`config.mk`:
```
export PLATFORM = sky130hd
export DESIGN_NAME = cfm_top
export DESIGN_NICKNAME = d
export VERILOG_FILES = /design/src/hdl/cfm_pkg.sv /design/src/hdl/cfm_top.sv /design/src/hdl/cfm_sync.sv /design/src/hdl/cfm_ref_switch.sv
export SDC_FILE = /design/constraint.sdc
export NUM_CORES = 1
export LEC_CHECK = 0
export ABC_AREA = 1
export BUFFER_PORTS_ARGS = -buffer_cell sky130_fd_sc_hd__buf_4
export CAP_MARGIN = 20
export CORE_MARGIN = 8
export CORE_UTILIZATION = 57
export DETAILED_ROUTE_END_ITERATION = 10
export PLACE_DENSITY = 0.8
export SLEW_MARGIN = 25
export SYNTH_ARGS = -nofsm -noshare
export SYNTH_HDL_FRONTEND = slang
export SYNTH_SLANG_ARGS = --single-unit
```
`constraint.sdc`:
```
create_clock -name clk -period 2 [get_ports clk]
set_input_delay 0.3 -clock clk [delete_from_list [all_inputs] [get_ports clk]]
set_output_delay 0.3 -clock clk [all_outputs]
set_load 0.03 [all_outputs]
```
`src/hdl/cfm_pkg.sv`:
```
// Constants and types shared by the clock frequency meter
package cfm_pkg;

  localparam int unsigned ADDR_W = 10;
  localparam int unsigned DATA_W = 32;
  localparam int unsigned VALUE_W = 24;
  localparam int unsigned IRQ_W = 2;

  // Register offsets (byte addresses)
  localparam logic [9:0] OFS_CTRL = 10'h000;
  localparam logic [9:0] OFS_MODE = 10'h004;
  localparam logic [9:0] OFS_STATUS = 10'h008;
  localparam logic [9:0] OFS_VALUE = 10'h00c;
  localparam logic [9:0] OFS_IRQ_ENABLE_SET = 10'h010;
  localparam logic [9:0] OFS_IRQ_ENABLE_CLEAR = 10'h014;
  localparam logic [9:0] OFS_IRQ_MASK = 10'h018;
  localparam logic [9:0] OFS_IRQ_PENDING = 10'h01c;
  localparam logic [9:0] OFS_IRQ_PENDING_CLEAR = 10'h020;
  localparam logic [9:0] OFS_VERSION = 10'h3fc;

  // Field positions
  localparam int unsigned CTRL_START_BIT = 0;
  localparam int unsigned REF_SOURCE_SELECT_LSB = 0;
  localparam int unsigned REF_SOURCE_SELECT_W = 3;
  localparam int unsigned REFCNT_LSB = 8;
  localparam int unsigned REFCNT_W = 8;
  localparam int unsigned MSRSEL_LSB = 16;
  localparam int unsigned MSRSEL_W = 5;
  localparam int unsigned REFEN_BIT = 31;
  localparam int unsigned ST_BUSY_BIT = 0;
  localparam int unsigned ST_REFBUSY_BIT = 1;
  localparam int unsigned IRQ_DONE_BIT = 0;
  localparam int unsigned IRQ_READY_BIT = 1;
  localparam int unsigned VERSION_W = 12;

  localparam int unsigned REF_SRC_N = 8;
  localparam int unsigned MSR_SRC_N = 32;

  // Reset values and writable bits
  localparam logic [31:0] MODE_RESET = 32'h0000_0000;
  localparam logic [31:0] MODE_MASK = 32'h801f_ff07;
  localparam logic [31:0] VALUE_RESET = 32'h0000_0000;
  localparam logic [1:0] IRQ_RESET = 2'h0;

  // Reference edges seen before an enable change takes effect
  localparam logic [1:0] REF_SETTLE_EDGES = 2'h2;

  typedef enum logic [1:0] {
    MEAS_IDLE,
    MEAS_ALIGN,
    MEAS_COUNT
  } cfm_meas_e;

endpackage

```
`src/hdl/cfm_top.sv`:
```
// Clock frequency meter: register slave, reference control, counter
//
// Our own choices: the register offsets and the strobed register port.
module cfm_top #(
  parameter logic [11:0] VERSION_ID = 12'h0a1 // arbitrary value
) (
  input wire logic clk,
  input wire logic rstn,
  input wire logic [9:0] addr,
  input wire logic [31:0] wdata,
  input wire logic wr,
  input wire logic rd,
  output logic [31:0] rdata,
  input wire logic [7:0] ref_sources,
  input wire logic [31:0] measured_sources,
  output logic ref_clock_on,
  output logic irq
);

  function automatic logic hit(input logic [9:0] a,
                               input logic [9:0] ofs);
    hit = (a == ofs);
  endfunction

  function automatic logic rise(input logic now, input logic prev);
    rise = now & ~prev;
  endfunction

  //////////////////////////////////////////////////////////////////////
  // Register decode

  logic [31:0] mode_reg;
  logic [23:0] value_reg;
  logic [1:0] irq_mask_reg;
  logic [1:0] irq_pending_reg;
  cfm_pkg::cfm_meas_e meas_state_reg;
  logic ref_switch_busy;
  logic ready_pulse;

  wire logic wr_ctrl = wr && hit(addr, cfm_pkg::OFS_CTRL);
  wire logic wr_mode = wr && hit(addr, cfm_pkg::OFS_MODE);
  wire logic wr_ier = wr && hit(addr, cfm_pkg::OFS_IRQ_ENABLE_SET);
  wire logic wr_idr = wr && hit(addr, cfm_pkg::OFS_IRQ_ENABLE_CLEAR);
  wire logic wr_icr = wr && hit(addr, cfm_pkg::OFS_IRQ_PENDING_CLEAR);
  wire logic start_cmd = wr_ctrl && wdata[cfm_pkg::CTRL_START_BIT];

  wire logic [2:0] ref_source_select =
    mode_reg[cfm_pkg::REF_SOURCE_SELECT_LSB +: cfm_pkg::REF_SOURCE_SELECT_W];
  wire logic [7:0] ref_cycle_count =
    mode_reg[cfm_pkg::REFCNT_LSB +: cfm_pkg::REFCNT_W];
  wire logic [4:0] measured_source_select =
    mode_reg[cfm_pkg::MSRSEL_LSB +: cfm_pkg::MSRSEL_W];

  wire logic meas_busy = (meas_state_reg != cfm_pkg::MEAS_IDLE);

  wire logic [31:0] status_word = {30'h0, ref_switch_busy, meas_busy};

  // Write-only and unmapped offsets read as zero
  wire logic [31:0] rd_mux =
    hit(addr, cfm_pkg::OFS_MODE) ? mode_reg :
    hit(addr, cfm_pkg::OFS_STATUS) ? status_word :
    hit(addr, cfm_pkg::OFS_VALUE) ? {8'h00, value_reg} :
    hit(addr, cfm_pkg::OFS_IRQ_MASK) ? {30'h0, irq_mask_reg} :
    hit(addr, cfm_pkg::OFS_IRQ_PENDING) ? {30'h0, irq_pending_reg} :
    hit(addr, cfm_pkg::OFS_VERSION) ? {20'h0, VERSION_ID} :
    32'h0000_0000;

  always_ff @(posedge clk) begin
    if (!rstn) begin
      rdata <= 32'h0000_0000;
    end else begin
      rdata <= rd ? rd_mux : 32'h0000_0000;
    end
  end

  always_ff @(posedge clk) begin
    if (!rstn) begin
      mode_reg <= cfm_pkg::MODE_RESET;
    end else if (wr_mode) begin
      mode_reg <= wdata & cfm_pkg::MODE_MASK;
    end
  end

  //////////////////////////////////////////////////////////////////////
  // Clock inputs: synchronised, then selected
  // Sampling limits both sources to well under half of clk

  logic [7:0] ref_sync;
  logic [31:0] msr_sync;
  logic ref_prev_reg;
  logic msr_prev_reg;

  cfm_sync #(.W(cfm_pkg::REF_SRC_N)) u_ref_sync (
    .clk(clk),
    .rstn(rstn),
    .async_in(ref_sources),
    .sync_out(ref_sync)
  );

  cfm_sync #(.W(cfm_pkg::MSR_SRC_N)) u_msr_sync (
    .clk(clk),
    .rstn(rstn),
    .async_in(measured_sources),
    .sync_out(msr_sync)
  );

  wire logic ref_level = ref_sync[ref_source_select];
  wire logic msr_level = msr_sync[measured_source_select];
  wire logic ref_rise = rise(ref_level, ref_prev_reg);
  wire logic msr_rise = rise(msr_level, msr_prev_reg);

  always_ff @(posedge clk) begin
    if (!rstn) begin
      ref_prev_reg <= 1'b0;
      msr_prev_reg <= 1'b0;
    end else begin
      ref_prev_reg <= ref_level;
      msr_prev_reg <= msr_level;
    end
  end

  //////////////////////////////////////////////////////////////////////
  // Reference enable handshake

  cfm_ref_switch u_ref_switch (
    .clk(clk),
    .rstn(rstn),
    .en_write(wr_mode),
    .en_value(wdata[cfm_pkg::REFEN_BIT]),
    .ref_rise(ref_rise),
    .ref_on(ref_clock_on),
    .busy(ref_switch_busy),
    .ready_pulse(ready_pulse)
  );

  // Gated reference: no periods pass while it is off
  wire logic ref_tick = ref_rise && ref_clock_on;

  //////////////////////////////////////////////////////////////////////
  // Measurement
  // No halt input: debug halt has no effect on counting

  cfm_pkg::cfm_meas_e meas_state_next;
  logic [7:0] ref_done_reg;
  logic [23:0] edge_cnt_reg;

  wire logic [7:0] ref_done_inc = ref_done_reg + 8'h01;
  wire logic cnt_full = &edge_cnt_reg;
  // Saturates rather than wrapping, so overflow stays visible
  wire logic [23:0] edge_cnt_next =
    (msr_rise && !cnt_full) ? edge_cnt_reg + 24'h000001 : edge_cnt_reg;
  wire logic align_end = (meas_state_reg == cfm_pkg::MEAS_ALIGN) &&
    ref_tick && (ref_cycle_count == 8'h00);
  wire logic count_end = (meas_state_reg == cfm_pkg::MEAS_COUNT) &&
    ref_tick && (ref_done_inc == ref_cycle_count);
  wire logic meas_finish = align_end || count_end;

  always_comb begin
    meas_state_next = meas_state_reg;
    unique case (meas_state_reg)
      cfm_pkg::MEAS_IDLE: begin
        if (start_cmd) begin
          meas_state_next = cfm_pkg::MEAS_ALIGN;
        end
      end
      cfm_pkg::MEAS_ALIGN: begin
        // A stopped reference parks here or in counting
        if (meas_finish) begin
          meas_state_next = cfm_pkg::MEAS_IDLE;
        end else if (ref_tick) begin
          meas_state_next = cfm_pkg::MEAS_COUNT;
        end
      end
      cfm_pkg::MEAS_COUNT: begin
        if (meas_finish) begin
          meas_state_next = cfm_pkg::MEAS_IDLE;
        end
      end
      default: begin
        meas_state_next = cfm_pkg::MEAS_IDLE;
      end
    endcase
  end

  always_ff @(posedge clk) begin
    if (!rstn) begin
      meas_state_reg <= cfm_pkg::MEAS_IDLE;
    end else begin
      meas_state_reg <= meas_state_next;
    end
  end

  // Window opens on a reference edge, so it spans whole periods
  always_ff @(posedge clk) begin
    if (!rstn) begin
      ref_done_reg <= 8'h00;
      edge_cnt_reg <= 24'h000000;
    end else if (meas_state_reg == cfm_pkg::MEAS_COUNT) begin
      edge_cnt_reg <= edge_cnt_next;
      if (ref_tick) begin
        ref_done_reg <= ref_done_inc;
      end
    end else begin
      ref_done_reg <= 8'h00;
      edge_cnt_reg <= 24'h000000;
    end
  end

  // Count of measured edges per window: the 24-bit ratio
  always_ff @(posedge clk) begin
    if (!rstn) begin
      value_reg <= cfm_pkg::VALUE_RESET[23:0];
    end else if (count_end) begin
      value_reg <= edge_cnt_next;
    end else if (align_end) begin
      value_reg <= 24'h000000;
    end
  end

  //////////////////////////////////////////////////////////////////////
  // Interrupt mask and pending flags

  wire logic [1:0] irq_set = {ready_pulse, meas_finish};
  wire logic [1:0] pend_clr = wr_icr ? wdata[1:0] : 2'h0;
  wire logic [1:0] mask_set = wr_ier ? wdata[1:0] : 2'h0;
  wire logic [1:0] mask_clr = wr_idr ? wdata[1:0] : 2'h0;
  // A fresh event beats a clear in the same cycle
  wire logic [1:0] pend_next = (irq_pending_reg & ~pend_clr) | irq_set;
  wire logic [1:0] mask_next = (irq_mask_reg | mask_set) & ~mask_clr;

  always_ff @(posedge clk) begin
    if (!rstn) begin
      irq_pending_reg <= cfm_pkg::IRQ_RESET;
      irq_mask_reg <= cfm_pkg::IRQ_RESET;
      irq <= 1'b0;
    end else begin
      irq_pending_reg <= pend_next;
      irq_mask_reg <= mask_next;
      irq <= |(pend_next & mask_next);
    end
  end
endmodule

```
`src/hdl/cfm_sync.sv`:
```
// Two-flop synchroniser for a group of asynchronous clock pins
module cfm_sync #(
  parameter int unsigned W = 1
) (
  input wire logic clk,
  input wire logic rstn,
  input wire logic [W-1:0] async_in,
  output logic [W-1:0] sync_out
);

  logic [W-1:0] meta_reg;

  // First stage feeds only the second stage
  always_ff @(posedge clk) begin
    if (!rstn) begin
      meta_reg <= '0;
      sync_out <= '0;
    end else begin
      meta_reg <= async_in;
      sync_out <= meta_reg;
    end
  end

endmodule

```
`src/hdl/cfm_ref_switch.sv`:
```
// Reference clock enable handshake with busy and ready indication
module cfm_ref_switch (
  input wire logic clk,
  input wire logic rstn,
  input wire logic en_write,
  input wire logic en_value,
  input wire logic ref_rise,
  output logic ref_on,
  output logic busy,
  output logic ready_pulse
);

  logic target_reg;
  logic [1:0] edge_cnt_reg;

  // Last settle edge; pulse lines up with the busy drop, not after it
  wire logic settle_end = !en_write && busy && ref_rise &&
    (edge_cnt_reg == cfm_pkg::REF_SETTLE_EDGES - 2'h1);

  assign ready_pulse = settle_end;

  // Change waits on edges of the selected source; a dead source hangs
  always_ff @(posedge clk) begin
    if (!rstn) begin
      target_reg <= 1'b0;
      edge_cnt_reg <= 2'h0;
      ref_on <= 1'b0;
      busy <= 1'b0;
    end else begin
      if (en_write) begin
        busy <= 1'b1;
        target_reg <= en_value;
        edge_cnt_reg <= 2'h0;
      end else if (busy && ref_rise) begin
        if (settle_end) begin
          busy <= 1'b0;
          ref_on <= target_reg;
        end else begin
          edge_cnt_reg <= edge_cnt_reg + 2'h1;
        end
      end
    end
  end
endmodule

```
==> impl_metrics.csv <==
group,metric,value,unit
power_and_ir_drop,irDropWorstVdd,0.6533,mV
clock_network,cts.sinks,191,
detailed_routing,drtPass1Iterations,5,
timing,finalMaxSlewViolations,0,
timing,layout_setup_ws,-0.05279,ns
critical_path,cp_max_fo,6,
clock_network,cts_buffers,17,
synth,synth-async-reset-ratio,0,%
critical_path,path_cells,"ha_4 > inv_2 > nand2_2 > nand3_2 > nor2_1 > nand4_1 > nor2_1 > nand3_1 > nor2_4 > clkbuf_16 > nand2_1 > a21oi_2",
critical_path,cpLargestDelayFamily,"simple AND/OR/NAND/NOR gates",
clock_network,cts_tree,"built",
synth,avgSynthCellArea,7.320,sq um
detailed_routing,vias,7357,
synth,synth-edff-count,0,
global_route,track_usage,21.42,%
timing,clock.fmax,487.1,MHz
placement,post_dp_cell_area,9047,sq um
critical_path,r2r_slack,-0.05,ns
detailed_routing,via_per_inst,5.248,
floorplanning,die_x,134.4,um
detailed_routing,postRouteWirelength,19.91,mm
timing,finalCritPeriodShare,102.6,%
timing,setup_viol,17,
synth,synth_warnings,0,
layout,fin_area,9896,sq um
detailed_routing,drt_iter0_drc,664,
placement,dp_slack,0.07420,ns
global_route,grt_max_degree,52,
global_route,grt.overflow.total,0,
timing,maxSlewHeadroom,61.73,%
synth,yosys.area.top_type_share,47.83,%
synth,synth_ff_type,"dfxtp_1",
global_route,grt_pass1_wl,31.68,mm
synth,ys_types,41,
outcome,violations,"negative setup slack",
placement,dp_hpwl,13.54,mm
timing,hold_violations,0,
synth,syn_area,7994,sq um
layout,antenna-diode-count,0,
synth,yosysSeqAreaShare,47.83,%
synth,yosysTopAreaCell,"dfxtp_1",
synth,synth_seq_cells,191,
layout,layout.nets,1299,
critical_path,critPathLaunchType,"flip-flop",
worst_hold_path,worst_hold_path_type,"in2reg",
floorplanning,rows,43,
job,maxCapViolCount,0,
floorplanning,start_util,58.04,%
critical_path,crit_top_cell,"nor2_1",
critical_path,cp.arrival,2.43,ns
clock_network,cts_buffer_depth,2,
detailed_routing,ant_nets,0,
detailed_routing,wire_per_inst,14.20,um
clock_network,cts-root-buf,"clkbuf_16",
placement,dp_cells,1363,
clock_network,clk_latency,0.44,ns
power_and_ir_drop,cellPowerDensity,767.4,nW/um^2
floorplanning,dieArea,18070,sq um
critical_path,worstPathRequired,2.37,ns
floorplanning,fp.dieH,134.4,um
critical_path,max_stage_delay,0.37,ns
clock_network,clk_pin_slew_worst_paths,0.07,ns
synth,synth_area_leaders,"dfxtp_1, nand2_1, inv_1",
outcome,status,"finished with violations",
layout,fin_cells,1402,
critical_path,critPathKind,"reg2reg",
detailed_routing,drc_errors,0,
power_and_ir_drop,p_leak,4.698,nW
layout,area_growth,23.79,%
timing,skew,0.01249,ns
placement,port_buffers,97,
timing,tightest_slew,0.5734,ns
clock_network,ctsHoldBuffers,0,
floorplanning,io_pins,120,
timing,rsz0062_at_grt,"yes",
critical_path,cp-end-kind,"flip-flop",
clock_network,h-tree-depth,4,
critical_path,cp.buffers_inverters,2,
timing,period_minus_slack,2.053,ns
global_route,antenna_found_initial,0,
global_route,grt_pass1_vias,6870,
layout,drive_above_1_share,19.23,%
critical_path,crit_path_top_delay_cell,"dfxtp_4",
placement,gp_congestion,0.9467,
floorplanning,core_area,13770,sq um
synth,synthesis.instances,1092,
## power by group
part	switching, mW	leakage [nW]	total [mW]	internal, mW
clock	1.56	0.288	3.36	1.80
combinational	0.191	2.85	0.338	0.147
sequential	0.0193	1.56	3.89	3.87
total	1.77	4.70	7.59	5.82
## synth_stat cells (all sizes together), types with 2 or more instances
| master | n |
|---|---|
| a211oi | 2 |
| nand3b | 6 |
| buf | 27 |
| ha | 3 |
| xor2 | 13 |
| nand3 | 93 |
| inv | 146 |
| dfxtp | 191 |
| o211ai | 3 |
| a21oi | 75 |
| nor3 | 5 |
| nand2 | 311 |
| o22ai | 14 |
| o21ai | 38 |
| nor4 | 5 |
| xnor2 | 4 |
| nor2 | 80 |
| clkbuf | 24 |
| nor3b | 6 |
| nand4 | 38 |
## path summary, 6_finish.rpt
| kind | start | end | depth (start not counted) |
|---|---|---|---|
| worst max-delay path | ref_done_reg[0] | value_reg[21] | 12 |
| worst min-delay path | measured_sources[14] | u_msr_sync.meta_reg[14] | 3 |
| worst max register to register | ref_done_reg[0] | value_reg[21] | 12 |
| worst min register to register | u_msr_sync.meta_reg[2] | u_msr_sync.sync_out[2] | 2 |
## layer usage
metal | track usage [%] | vias to the layer above | wire length [um]
li1 | - | 3719 | -
met1 | 24.86 | 3297 | 8259
met2 | 36.82 | 287 | 9764
met3 | 4.188 | 54 | 1313
met4 | 10.79 | 0 | 576
met5 | 0 | - | 0
## worst min-delay path: stages
cell and delay, ns:
buf_4 0.07, nand2_1 0.04, inv_1 0.04
## area by class of cell
class	instances	area (sq um)
Sequential cell	191	3841
Timing Repair Buffer	143	1170
Tap cell	180	225.2
Multi-Input combinational cell	710	3518
Inverter	147	554.3
Clock inverter	13	147.6
Fill cell	1107	3877
Clock buffer	18	439.2
## placed cells by master (no fill, tap or decap), types with 5 or more instances in the layout
| cell type | Yosys | routed |
|---|---|---|
| a21oi_1 | 74 | 68 |
| a21oi_2 | 1 | 7 |
| buf_4 | 12 | 134 |
| clkbuf_16 | 0 | 19 |
| conb_1 | 1 | 7 |
| dfxtp_1 | 191 | 183 |
| dfxtp_2 | 0 | 5 |
| inv_1 | 136 | 135 |
| inv_2 | 9 | 10 |
| nand2_1 | 310 | 299 |
| nand2_2 | 1 | 7 |
| nand2_4 | 0 | 5 |
| nand3_1 | 88 | 85 |
| nand3_4 | 3 | 5 |
| nand3b_1 | 6 | 6 |
| nand4_1 | 36 | 36 |
| nor2_1 | 75 | 72 |
| nor3_1 | 5 | 5 |
| nor3b_1 | 6 | 6 |
| nor4_1 | 5 | 5 |
| o21ai_0 | 37 | 36 |
| o22ai_1 | 14 | 14 |
| xor2_1 | 13 | 13 |
## timing repair
item	CTS	global route
endpoints found under the setup margin	0	26
gates resized for setup	0	49
buffers inserted	0	4
## logic make-up (layout without fill, tap and decap cells)
family          count (synthesis)  count (layout)  share of synthesized area (%)
simple gates                  547             548                          30.29
buf+inv                       198             321                          10.25
flops                         191             191                          47.83
compound gates                134             134                          8.969
xor+xnor                       18              18                          2.144
fa+ha+maj                       3               3                         0.4696
other cells                     1               7                        0.04691
## metrics by stage
step	utilization [%]	TNS (ns)	hold WS [ns]	power, mW
after floorplan	-	0	0.3905	4.162
after global placement	65.69	0	0.3942	4.303
after detailed placement	65.69	0	0.3947	4.310
after CTS	69.95	0	0.02647	7.620
after global routing	71.85	-2.027	0.03709	7.840
final	71.85	-0.4367	0.03858	7.594
No activity file was read; power rests on OpenSTA's default activity.
